--- src/imv_pkg.sv ---
// Package with register map, source positions and vector constants
package imv_pkg;
   // Register offsets
   localparam logic [7:0] IMV_OFS_MASK_HIGH = 8'hdf;
   localparam logic [7:0] IMV_OFS_MASK_LOW  = 8'he0;
   localparam logic [7:0] IMV_OFS_MASK_TU   = 8'he1;
   localparam logic [7:0] IMV_OFS_VECTOR    = 8'he2;
   localparam logic [7:0] IMV_OFS_POSTED_LO = 8'he3;
   localparam logic [7:0] IMV_OFS_POSTED_TU = 8'he4;
   localparam logic [7:0] IMV_OFS_POSTED_HI = 8'he5;
   localparam logic [7:0] IMV_OFS_IRQ_STAT  = 8'he6;
   localparam logic [7:0] IMV_OFS_IRQ_MASK  = 8'he7;
   // Reset values
   localparam logic [7:0] IMV_MASK_RST      = 8'h00;
   localparam logic [7:0] IMV_VEC_RST       = 8'h00;
   // Writable bits of each mask register
   localparam logic [7:0] IMV_MASK_HIGH_USE = 8'h16;
   localparam logic [7:0] IMV_MASK_TU_USE   = 8'h7f;
   localparam logic [7:0] IMV_MASK_LOW_USE  = 8'hff;
   // Field positions in the 24-bit source word {high, tu, low}
   localparam int IMV_SRC_N        = 24;
   localparam int IMV_LO_POWER_ON_LOW_VOLTAGE_IRQ   = 0;
   localparam int IMV_LO_EXT_A     = 1;
   localparam int IMV_LO_SPI_TX    = 2;
   localparam int IMV_LO_SPI_RX    = 3;
   localparam int IMV_LO_PORT0     = 4;
   localparam int IMV_LO_EXT_B     = 5;
   localparam int IMV_LO_SLEEP     = 6;
   localparam int IMV_LO_PORT1     = 7;
   localparam int IMV_TU_EP0       = 8;
   localparam int IMV_TU_EP1       = 9;
   localparam int IMV_TU_EP2       = 10;
   localparam int IMV_TU_USB_RST   = 11;
   localparam int IMV_TU_USB_ACT   = 12;
   localparam int IMV_TU_MS_TIMER  = 13;
   localparam int IMV_TU_PIT       = 14;
   localparam int IMV_HI_CNT_WRAP  = 17;
   localparam int IMV_HI_EXT_C     = 18;
   localparam int IMV_HI_PORT2     = 20;
   // Vector = 4 * (position + 1); position 0 highest priority
   localparam logic [7:0] IMV_VEC_STEP  = 8'h04;
   localparam logic [7:0] IMV_VEC_NONE  = 8'h00;
   // Interrupt status bits of the block's own status register
   localparam int IMV_EV_PENDING = 0;
   localparam int IMV_EV_CLEARED = 1;
endpackage

--- src/imv_prio.sv ---
// Priority encoder of pending requests, registered vector output
`timescale 1ns/10ps
`default_nettype none
module imv_prio
   import imv_pkg::*;
#(
   parameter int N = IMV_SRC_N
) (
   // Clock and reset
   input  wire logic         clk_i,
   input  wire logic         rst_i,
   // Pending requests
   input  wire logic [N-1:0] pend_i,
   // Registered vector and any-pending flag
   output logic      [7:0]   vec_o,
   output logic              any_o
);
   logic [7:0] vec_nxt;
   logic       any_nxt;

   // Lowest set position wins
   always_comb begin
      vec_nxt = IMV_VEC_NONE;
      any_nxt = 1'b0;
      for (int i = N - 1; i >= 0; i--) begin
         if (pend_i[i]) begin
            vec_nxt = 8'(IMV_VEC_STEP * (i + 1));
            any_nxt = 1'b1;
         end
      end
   end

   // Registered result
   always_ff @(posedge clk_i or posedge rst_i) begin
      if (rst_i) begin
         vec_o <= IMV_VEC_RST;
         any_o <= 1'b0;
      end else begin
         vec_o <= vec_nxt;
         any_o <= any_nxt;
      end
   end
endmodule
`default_nettype wire

--- src/imv_top.sv ---
// Interrupt mask and vector block with register port
// Functional notes
// - High mask bit 4 gates the port-2 pin source, 1 unmasks it.
// - High mask bit 2 gates external pin c and bit 1 the counter wrap source.
// - Timer/USB mask bit 6 gates the interval timer and bit 5 the millisecond timer.
// - Timer/USB mask bits 4..0 gate USB activity, USB reset and endpoints 2, 1, 0.
// - Low mask bit 7 gates port-1 pins and bit 4 port-0 pins.
// - Low mask bit 3 gates SPI receive and bit 2 SPI transmit.
// - Low mask bits 6, 5, 1, 0 gate sleep timer, pin b, pin a and power-on/low-voltage.
// - The vector register reads the highest-priority pending vector; any write clears all pending.
// - A cleared mask bit only blocks pending; the source still posts.
// - Clearing a mask bit keeps the posted request; re-setting it makes it pending.
// - Pending requests go through a priority encoder; the core takes one only with global enable.
//
// The plain strobed port was left to the implementer.
`timescale 1ns/10ps
`default_nettype none
module imv_top
   import imv_pkg::*;
#(
   parameter int N = IMV_SRC_N
) (
   // Clock and reset
   input  wire logic         clk_i,
   input  wire logic         rst_i,
   // Register port
   input  wire logic [7:0]   addr_i,
   input  wire logic [7:0]   wdata_i,
   input  wire logic         wr_i,
   input  wire logic         rd_i,
   output logic      [7:0]   rdata_o,
   // Source post pulses {high, tu, low}
   input  wire logic [N-1:0] post_i,
   // Core side
   input  wire logic         global_irq_enable_i,
   output logic              core_irq_o,
   output logic      [7:0]   core_vec_o,
   // Block interrupt
   output logic              irq_o
);
   logic [7:0]   mask_high_sources_r;
   logic [7:0]   mask_low_sources_r;
   logic [7:0]   mask_timer_usb_sources_r;
   logic [N-1:0] posted_r;
   logic [N-1:0] posted_nxt;
   logic [1:0]   stat_r;
   logic [1:0]   stat_nxt;
   logic [1:0]   imask_r;
   logic [7:0]   rdata_r;
   logic [7:0]   rdata_nxt;
   logic         core_irq_r;
   logic         irq_r;
   logic [7:0]   vec_w;
   logic         any_w;
   logic         any_d_r;

   // Address decode
   wire          wr_high   = wr_i && (addr_i == IMV_OFS_MASK_HIGH);
   wire          wr_low    = wr_i && (addr_i == IMV_OFS_MASK_LOW);
   wire          wr_tu     = wr_i && (addr_i == IMV_OFS_MASK_TU);
   wire          wr_vec    = wr_i && (addr_i == IMV_OFS_VECTOR);
   wire          wr_istat  = wr_i && (addr_i == IMV_OFS_IRQ_STAT);
   wire          wr_imask  = wr_i && (addr_i == IMV_OFS_IRQ_MASK);
   wire [N-1:0]  mask_all  = {mask_high_sources_r, mask_timer_usb_sources_r, mask_low_sources_r};

   // Pending is posted and unmasked; mask never touches posted
   wire [N-1:0]  pending_w = posted_r & mask_all;

   // Posting; new posts win over a vector write
   assign posted_nxt = (wr_vec ? {N{1'b0}} : posted_r) | post_i;

   // Block events: became pending, software clear
   wire          ev_pend   = any_w && !any_d_r;
   assign stat_nxt = (stat_r & ~(wr_istat ? wdata_i[1:0] : 2'b00)) | {wr_vec, ev_pend};

   // Read mux
   assign rdata_nxt = !rd_i ? 8'h00 :
                      (addr_i == IMV_OFS_MASK_HIGH) ? mask_high_sources_r :
                      (addr_i == IMV_OFS_MASK_LOW)  ? mask_low_sources_r :
                      (addr_i == IMV_OFS_MASK_TU)   ? mask_timer_usb_sources_r :
                      (addr_i == IMV_OFS_VECTOR)    ? vec_w :
                      (addr_i == IMV_OFS_POSTED_LO) ? posted_r[7:0] :
                      (addr_i == IMV_OFS_POSTED_TU) ? posted_r[15:8] :
                      (addr_i == IMV_OFS_POSTED_HI) ? posted_r[23:16] :
                      (addr_i == IMV_OFS_IRQ_STAT)  ? {6'h00, stat_r} :
                      (addr_i == IMV_OFS_IRQ_MASK)  ? {6'h00, imask_r} : 8'h00;

   // Mask registers
   always_ff @(posedge clk_i or posedge rst_i) begin
      if (rst_i) begin
         mask_high_sources_r      <= IMV_MASK_RST;
         mask_low_sources_r       <= IMV_MASK_RST;
         mask_timer_usb_sources_r <= IMV_MASK_RST;
      end else begin
         if (wr_high) begin
            mask_high_sources_r <= wdata_i & IMV_MASK_HIGH_USE;
         end
         if (wr_low) begin
            mask_low_sources_r <= wdata_i & IMV_MASK_LOW_USE;
         end
         if (wr_tu) begin
            mask_timer_usb_sources_r <= wdata_i & IMV_MASK_TU_USE;
         end
      end
   end

   // Posted requests, status, read data
   always_ff @(posedge clk_i or posedge rst_i) begin
      if (rst_i) begin
         posted_r <= '0;
         stat_r   <= 2'b00;
         imask_r  <= 2'b00;
         rdata_r  <= 8'h00;
         any_d_r  <= 1'b0;
      end else begin
         posted_r <= posted_nxt;
         stat_r   <= stat_nxt;
         rdata_r  <= rdata_nxt;
         any_d_r  <= any_w;
         if (wr_imask) begin
            imask_r <= wdata_i[1:0];
         end
      end
   end

   // Output flops
   always_ff @(posedge clk_i or posedge rst_i) begin
      if (rst_i) begin
         core_irq_r <= 1'b0;
         irq_r      <= 1'b0;
      end else begin
         core_irq_r <= any_w && global_irq_enable_i && !wr_vec;
         irq_r      <= |(stat_nxt & imask_r);
      end
   end

   // Priority encoder
   imv_prio #(
      .N      (N)
   ) u_prio (
      .clk_i  (clk_i),
      .rst_i  (rst_i),
      .pend_i (pending_w),
      .vec_o  (vec_w),
      .any_o  (any_w)
   );

   assign rdata_o    = rdata_r;
   assign core_irq_o = core_irq_r;
   assign core_vec_o = vec_w;
   assign irq_o      = irq_r;

   // Assertions
   property p_port2_gate;
      @(posedge clk_i) disable iff (rst_i)
      (posted_r[IMV_HI_PORT2] && !mask_high_sources_r[4]) |-> !pending_w[IMV_HI_PORT2];
   endproperty
   a_port2_gate: assert property (p_port2_gate) else $error("port2 pending while masked");

   property p_high_gate;
      @(posedge clk_i) disable iff (rst_i)
      (posted_r[IMV_HI_EXT_C] && mask_high_sources_r[2]) |=> (vec_w != IMV_VEC_NONE);
   endproperty
   a_high_gate: assert property (p_high_gate) else $error("pin c unmasked gave no vector");

   property p_pit_gate;
      @(posedge clk_i) disable iff (rst_i)
      (posted_r[IMV_TU_PIT] && mask_timer_usb_sources_r[6]) |-> pending_w[IMV_TU_PIT];
   endproperty
   a_pit_gate: assert property (p_pit_gate) else $error("interval timer not pending");

   property p_usb_gate;
      @(posedge clk_i) disable iff (rst_i)
      (pending_w[15:8] == (posted_r[15:8] & mask_timer_usb_sources_r));
   endproperty
   a_usb_gate: assert property (p_usb_gate) else $error("usb gating wrong");

   property p_low_gate;
      @(posedge clk_i) disable iff (rst_i)
      (posted_r[IMV_LO_POWER_ON_LOW_VOLTAGE_IRQ] && mask_low_sources_r[0]) |=> (vec_w == IMV_VEC_STEP);
   endproperty
   a_low_gate: assert property (p_low_gate) else $error("power-on vector wrong");

   property p_vec_clear;
      @(posedge clk_i) disable iff (rst_i)
      (wr_vec && post_i == '0) |=> (posted_r == '0) ##1 (vec_w == IMV_VEC_NONE);
   endproperty
   a_vec_clear: assert property (p_vec_clear) else $error("vector write did not clear");

   property p_post_masked;
      @(posedge clk_i) disable iff (rst_i)
      post_i[IMV_LO_SPI_RX] |=> posted_r[IMV_LO_SPI_RX];
   endproperty
   a_post_masked: assert property (p_post_masked) else $error("post lost");

   property p_keep_posted;
      @(posedge clk_i) disable iff (rst_i)
      (wr_low && posted_r[IMV_LO_SPI_RX] && !wr_vec) |=> posted_r[IMV_LO_SPI_RX];
   endproperty
   a_keep_posted: assert property (p_keep_posted) else $error("mask write dropped post");

   property p_gie;
      @(posedge clk_i) disable iff (rst_i)
      !global_irq_enable_i |=> !core_irq_o;
   endproperty
   a_gie: assert property (p_gie) else $error("core irq without enable");

   property p_reset;
      @(posedge clk_i) $fell(rst_i) |-> (mask_all == '0 && vec_w == IMV_VEC_NONE);
   endproperty
   a_reset: assert property (p_reset) else $error("not zero after reset");

   // Gating of whole high and low mask registers, timer mask bits 6 and 5
   property p_high_bits;
      @(posedge clk_i) disable iff (rst_i)
      (pending_w[23:16] == (posted_r[23:16] & mask_high_sources_r));
   endproperty
   a_high_bits: assert property (p_high_bits) else $error("high register gating wrong");

   property p_low_bits;
      @(posedge clk_i) disable iff (rst_i)
      (pending_w[7:0] == (posted_r[7:0] & mask_low_sources_r));
   endproperty
   a_low_bits: assert property (p_low_bits) else $error("low register gating wrong");

   property p_pit_masked;
      @(posedge clk_i) disable iff (rst_i)
      !mask_timer_usb_sources_r[6] |-> !pending_w[IMV_TU_PIT];
   endproperty
   a_pit_masked: assert property (p_pit_masked) else $error("interval timer pending while masked");

   property p_ms_gate;
      @(posedge clk_i) disable iff (rst_i)
      (posted_r[IMV_TU_MS_TIMER] && mask_timer_usb_sources_r[5]) |-> pending_w[IMV_TU_MS_TIMER];
   endproperty
   a_ms_gate: assert property (p_ms_gate) else $error("millisecond timer not pending");

   // Mask writes land with absent bits zero
   property p_mask_high_wr;
      @(posedge clk_i) disable iff (rst_i)
      wr_high |=> (mask_high_sources_r == ($past(wdata_i) & IMV_MASK_HIGH_USE));
   endproperty
   a_mask_high_wr: assert property (p_mask_high_wr) else $error("high mask write wrong");

   property p_mask_low_wr;
      @(posedge clk_i) disable iff (rst_i)
      wr_low |=> (mask_low_sources_r == ($past(wdata_i) & IMV_MASK_LOW_USE));
   endproperty
   a_mask_low_wr: assert property (p_mask_low_wr) else $error("low mask write wrong");

   property p_mask_tu_wr;
      @(posedge clk_i) disable iff (rst_i)
      wr_tu |=> (mask_timer_usb_sources_r == ($past(wdata_i) & IMV_MASK_TU_USE));
   endproperty
   a_mask_tu_wr: assert property (p_mask_tu_wr) else $error("timer usb mask write wrong");

   // Priority encoder and core request
   property p_prio_any;
      @(posedge clk_i) disable iff (rst_i)
      ((vec_w == IMV_VEC_NONE) == !any_w);
   endproperty
   a_prio_any: assert property (p_prio_any) else $error("vector and pending flag disagree");

   property p_prio_spi_tx;
      @(posedge clk_i) disable iff (rst_i)
      pending_w[IMV_LO_SPI_TX] |=> ((vec_w != IMV_VEC_NONE) && (vec_w <= IMV_VEC_STEP * 8'h03));
   endproperty
   a_prio_spi_tx: assert property (p_prio_spi_tx) else $error("lower priority vector won");

   property p_core_irq_on;
      @(posedge clk_i) disable iff (rst_i)
      (any_w && global_irq_enable_i && !wr_vec) |=> core_irq_o;
   endproperty
   a_core_irq_on: assert property (p_core_irq_on) else $error("core irq missing");

   property p_core_irq_need;
      @(posedge clk_i) disable iff (rst_i)
      core_irq_o |-> ($past(any_w) && $past(global_irq_enable_i));
   endproperty
   a_core_irq_need: assert property (p_core_irq_need) else $error("core irq without pending");

   // Vector register access
   property p_vec_read;
      @(posedge clk_i) disable iff (rst_i)
      (rd_i && (addr_i == IMV_OFS_VECTOR)) |=> (rdata_o == $past(vec_w));
   endproperty
   a_vec_read: assert property (p_vec_read) else $error("vector read wrong");

   property p_vec_any_write;
      @(posedge clk_i) disable iff (rst_i)
      wr_vec |=> (posted_r == $past(post_i));
   endproperty
   a_vec_any_write: assert property (p_vec_any_write) else $error("vector write left posts");

   // Posted requests survive mask changes
   property p_post_keep;
      @(posedge clk_i) disable iff (rst_i)
      !wr_vec |=> ((posted_r & $past(posted_r)) == $past(posted_r));
   endproperty
   a_post_keep: assert property (p_post_keep) else $error("posted request lost");

   property p_unmask_vec;
      @(posedge clk_i) disable iff (rst_i)
      ($rose(mask_low_sources_r[IMV_LO_SPI_RX]) && posted_r[IMV_LO_SPI_RX]) |=> (vec_w != IMV_VEC_NONE);
   endproperty
   a_unmask_vec: assert property (p_unmask_vec) else $error("unmask gave no vector");

   property p_reset_out;
      @(posedge clk_i) $fell(rst_i) |-> (!core_irq_o && !irq_o && (rdata_o == 8'h00));
   endproperty
   a_reset_out: assert property (p_reset_out) else $error("outputs not zero after reset");

   c_pend: cover property (@(posedge clk_i) disable iff (rst_i) any_w ##1 wr_vec);
   c_core: cover property (@(posedge clk_i) disable iff (rst_i) core_irq_o);
   c_irq:  cover property (@(posedge clk_i) disable iff (rst_i) irq_o);
   c_taken: cover property (@(posedge clk_i) disable iff (rst_i) core_irq_o && global_irq_enable_i);
   c_masked: cover property (@(posedge clk_i) disable iff (rst_i) posted_r[IMV_HI_PORT2] && !mask_high_sources_r[4]);
endmodule
`default_nettype wire

--- config.mk ---
export PLATFORM = sky130hd
export DESIGN_NAME = imv_top
export DESIGN_NICKNAME = d
export VERILOG_FILES = /design/src/imv_pkg.sv /design/src/imv_prio.sv /design/src/imv_top.sv
export SDC_FILE = /design/constraint.sdc
export NUM_CORES = 1
export LEC_CHECK = 0
export BUFFER_PORTS_ARGS = -buffer_cell sky130_fd_sc_hd__buf_4
export CAP_MARGIN = 20
export CORE_MARGIN = 1
export CORE_UTILIZATION = 45
export CTS_CLUSTER_SIZE = 20
export DETAILED_ROUTE_END_ITERATION = 6
export GPL_TIMING_DRIVEN = 0
export HOLD_SLACK_MARGIN = 0.03
export MAX_ROUTING_LAYER = met4
export PLACE_DENSITY = 0.67
export SLEW_MARGIN = 20
export SYNTH_ARGS = -nofsm -noshare
export SYNTH_HDL_FRONTEND = slang
export SYNTH_SLANG_ARGS = --single-unit
--- constraint.sdc ---
create_clock -name clk_i -period 2.2 [get_ports clk_i]
set_clock_uncertainty 0.2 [all_clocks]
set_input_delay 0.11 -clock clk_i [delete_from_list [all_inputs] [get_ports clk_i]]
set_output_delay 0.11 -clock clk_i [all_outputs]
set_load 0.01 [all_outputs]
## Word-level counts from Yosys, hierarchy flattened

Index checks and enable logic that the tools add are counted.

- Word-level logic and storage cells: 99
- Output and inout bits: 18
- Input port bits: 45
- Bits in registers: 65

- Eq/ne operators: 9
- Reduce and logical (&&, ||, !) cells: 12
- Bitwise operators: 6
- Muxes and demuxes: 60

Operators with widths:

| operator | number |
|---|---|
| $mux 7 | 24 |
| $eq 8x8->1 const B | 9 |
| $mux 8 | 8 |
| $and 24x21->24 | 1 |
| $mux 1 | 24 |
| $mux 24 | 1 |
| $or 24x24->24 | 1 |
| $logic_and 1x1->1 | 9 |
| $mux 2 | 3 |
| $and 2x2->2 | 2 |
| $logic_not 1->1 | 2 |
| $not 2->2 | 1 |
| $or 2x2->2 | 1 |
| $reduce_or 2->1 | 1 |

## Depth between registers and ports, before layout

- Word-level depth: 25
- Depth in mapped cells: 6
- Depth with buffers taken out: 4

## Modules after synthesis

A second synthesis with hierarchy kept.

- Cell total of the unflattened synthesis: 288
- Area, all modules: 3,170.5 um^2

Modules (own cells, without submodules):

| module | sequential area each (um^2) | cells each | area an instance (um^2) | instances |
|---|---|---|---|---|
| imv_top | 1,426.4 | 226 | 2,700.1 | 1 |
| imv_prio | 150.1 | 62 | 470.5 | 1 |

## Worst setup path before layout

OpenSTA, ideal clock, no wires.

- Kind: input port to flip-flop
- Start: input addr_i[0]
- End: register mask_timer_usb_sources_r[0]
- Stages on the path: 6
- Slack: 0.649 ns
- Required time: 1.873 ns
- Library setup time: 0.127 ns
- Buffers on the path: 2
- Data arrival time: 1.224 ns
- Cells stage by stage: buf_2 -> inv_2 -> nor3_1 -> and3_1 -> buf_4 -> mux2_1

- Cells in the longest elaborated chain, start to end: 2

RTL lines:

| item | line | text |
|---|---|---|
| from (decl) | imv_top.sv:27 | `input wire logic [7:0] addr_i,` |
| $eq 8x8->1 | imv_top.sv:60 | `wire wr_tu = wr_i && (addr_i == IMV_OFS_MASK_TU);` |
| $logic_and 1x1->1 | imv_top.sv:60 |  |
| to (signal assigned) | imv_top.sv:102 | `mask_timer_usb_sources_r <= wdata_i & IMV_MASK_TU_USE;` |
| to (decl) | imv_top.sv:43 | `logic [7:0] mask_timer_usb_sources_r;` |

Every way passes these cells.
A chain may end at the register's enable or synchronous reset.

## Worst setup path after layout

- Start: input addr_i[2]
- End: register posted_r[22]

- Cells in the longest elaborated chain, start to end: 4

RTL lines:

| item | line | text |
|---|---|---|
| $eq 8x8->1 | imv_top.sv:61 | `wire wr_vec = wr_i && (addr_i == IMV_OFS_VECTOR);` |
| $logic_and 1x1->1 | imv_top.sv:61 |  |
| $mux 24 | imv_top.sv:70 | `assign posted_nxt = (wr_vec ? {N{1'b0}} : posted_r) \| post_i;` |
| $or 24x24->24 | imv_top.sv:70 |  |
| named net posted_nxt[22] | imv_top.sv:45 | `logic [N-1:0] posted_nxt;` |
| to (signal assigned) | imv_top.sv:116 | `posted_r <= posted_nxt;` |
| to (decl) | imv_top.sv:44 | `logic [N-1:0] posted_r;` |

The timed path passes the listed nets, and every way through them passes these cells.

==> flow_summary.ini <==
[floorplan]
fp-row-count = 29
core_um2 = 6490
ios = 63
die-area_um2 = 7210
die_w_um = 84.9
initial_core_util = 0.476
die_y_um = 84.9

[pwr]
combinationalPowerShare = 0.155
p_sw_frac = 0.247
seqPwrFrac = 0.424
p_int_uw = 2260
vdd_drop_max_uv = 458
power.switching_uw = 741
p_total_uw = 3000
p_clk_frac = 0.421
p_leak_uw = 0.00197
power-per-cell-area_nw_per_um2 = 699

[detailed_routing]
firstDrtPassIters = 7
drt-wirelength-per-cell_um = 18.8
via_count = 2744
via_per_inst = 5.97
drt_iter0_markers = 220
drtAntennaViolNets = 0
remaining_drc_errors = 3
routed_wl_um = 8640

[sta]
finalCritPeriodShare = 0.919
setup_ws_ps = 178
maxSlewViolCount = 0
rsz0062_at_grt = no
finalCriticalPeriod_ps = 2020
finalSetupTns_ps = 0
hold_viol_final = 0
setup_viol = 0
timing.fmax_ghz = 0.495

[worst_setup_path]
path_delay_family = buffers and inverters
crit_arrival_ps = 2060
cp_slowest_stage_delay_ps = 560
crit_path_end_kind = register
crit_path_start_kind = input pin
path_cells = dlygate4sd3_1 > buf_4 > nor4b_4 > nand4_1 > buf_2 > a21o_1
critPathKind = in2reg
cpMaxStageDelayCell = dlygate4sd3_1
worstPathMaxFanout = 10
crit_required_ps = 2240
path_buf_inv = 3

[global_route]
antenna_found_initial = 0
grt_pass1_vias = 2648
grt_start_max_net_pins = 37
overflow = 0
grt_use_total = 0.269
grt_first_pass_wirelength_um = 13800

[final_layout]
antenna_cells = 0
area_growth_pct = 38.8
seq_area_um2 = 1580
fillers = 507
final_layout_size_suffix_gt1_frac = 0.287
multiInputGateArea_um2 = 1420
nNetsFinal = 423
stdcell_count = 460

[outcome]
status = finished, violations left
violations = design-rule violations

[run]
maxCapViolCount = 0

[logic_synthesis]
ys_seq_area_frac = 0.510
synth_cells = 268
synthTopCellsByArea = dfrtp_1 51%, a21o_1 5.8%, mux2_4 3.9%
synth_most_common_cell = dfrtp_1
ys_types = 56
synth_seq_cells = 63
synth_edf_count = 0
synthesis.yosys.warnings = 0
yosys-top-cells-count = 63 x dfrtp_1, 24 x a21o_1, 21 x nand2_1
synth_top_area_frac = 0.510
avgSynthCellArea_um2 = 11.5
syn_area_um2 = 3090
synth-async-reset-ratio = 1.00
synth-main-ff-cell = dfrtp_1
yosysTopAreaCell = dfrtp_1

[clock_network]
clk_transition_reported_paths_ps = 70
clock_latency_ps = 350
clock_path_buffers = 2
cts_htree_levels = 3
cts_tree = yes
root_buffer = clkbuf_8
cts_num_sinks = 63
postCtsSetupBuffers = 0
cts_inserted_buffers = 9

[placement]
dp_hpwl_um = 6140
place.gp.congestion = 0.937
io_buffers = 57
dp.cells = 405
post-place-ws_ps = 269

[hold_path]
hp-class = in2reg
## worst paths after layout
path	cells past startpoint	endpoint	slack [ps]	start
max reg2reg	4	u_prio.vec_o[6]$_DFF_PP0_	440	posted_r[0]$_DFF_PP0_
min reg2reg	0	any_d_r$_DFF_PP0_	210	u_prio.any_o$_DFF_PP0_
min in group asynchronous	3	any_d_r$_DFF_PP0_	120	rst_i
max	6	posted_r[22]$_DFF_PP0_	180	addr_i[2]
min	4	stat_r[1]$_DFF_PP0_	60	addr_i[5]
max in group asynchronous	4	posted_r[14]$_DFF_PP0_	1180	rst_i
## flip-flops by register name, summed over array words and instances, names as in the netlist
register,count
any_d_r,1
core_irq_o,1
imask_r,2
irq_o,1
mask_high_sources_r,3
mask_low_sources_r,8
mask_timer_usb_sources_r,7
posted_r,24
rdata_o,8
stat_r,2
u_prio.any_o,1
u_prio.vec_o,5
## layout by cell type (no fill, tap or decap), drive strengths merged, types with 3 or more instances in the layout
master and instances:
nand4b 3, nor2 12, nand2b 3, and3 5, mux2 22, bufinv 3
dlygate4sd3 39, a21oi 5, o21ai 4, nand4 3, clkbuf 10, conb 3
nand3 9, nand2 24, a31oi 3, o221ai 3, nor3 9, nor2b 3
a22oi 10, inv 6, mux2i 5, dfrtp 63, buf 72, a21o 24
a22o 5
## cells by family (layout without fill, tap and decap cells)
logic type             count (synthesis)  after routing  synth area share
DFF                                   63             63             0.510
other                                  1              3           0.00121
muxes                                 27             27             0.106
and+or+nand+nor                       78             78             0.154
AOI/OAI and AO/OA                     80             80             0.196
buffers and inverters                 19            132            0.0336
## metal layers
layer | track usage | vias to the layer above | wire [µm]
met5 | - | - | 0
met1 | 0.345 | 1367 | 3720
li1 | - | 1228 | -
met3 | 0.0564 | 15 | 587
met4 | 0.105 | 0 | 192
met2 | 0.422 | 134 | 4140
## repair_timing
item,4_1_cts,5_1_grt
gates resized for setup,0,0
hold buffers,39,0
endpoints found under the hold margin,119,0
## through the flow
step | area [µm²] | utilization | hold slack [ps]
finish | 4290 | 0.661 | 58.3
CTS | 4290 | 0.661 | 36.6
floorplan | 3100 | - | 2.29
global placement | 3620 | 0.558 | 86.0
detailed placement | 3650 | 0.562 | -73.7
global route | 4290 | 0.661 | 91.0
## power by group through the flow
stage | Sequential (µW) | Clock (µW) | Combinational, µW
after CTS | 1270 | 1290 | 459
final | 1270 | 1260 | 465
after detailed placement | 1290 | 0 | 403
after global placement | 1290 | 0 | 393
after floorplan | 1290 | 0 | 211
after global routing | 1280 | 1330 | 499
## worst reg2reg max path, stage by stage (launching register included)
cell      delay, ps
dfrtp_1         460
a22oi_1         330
nand4_1         170
nor3_1          230
a21boi_0        270
## cell type report
class	instances	area share
sequential	63	0.367
multi-input combinational	188	0.331
timing repair buffer	97	0.195
clock buffer	10	0.0321
clock inverter	6	0.0271
tap	77	0.0224
buffer	14	0.0198
inverter	5	0.00496
No activity file was read; power rests on OpenSTA's default activity.
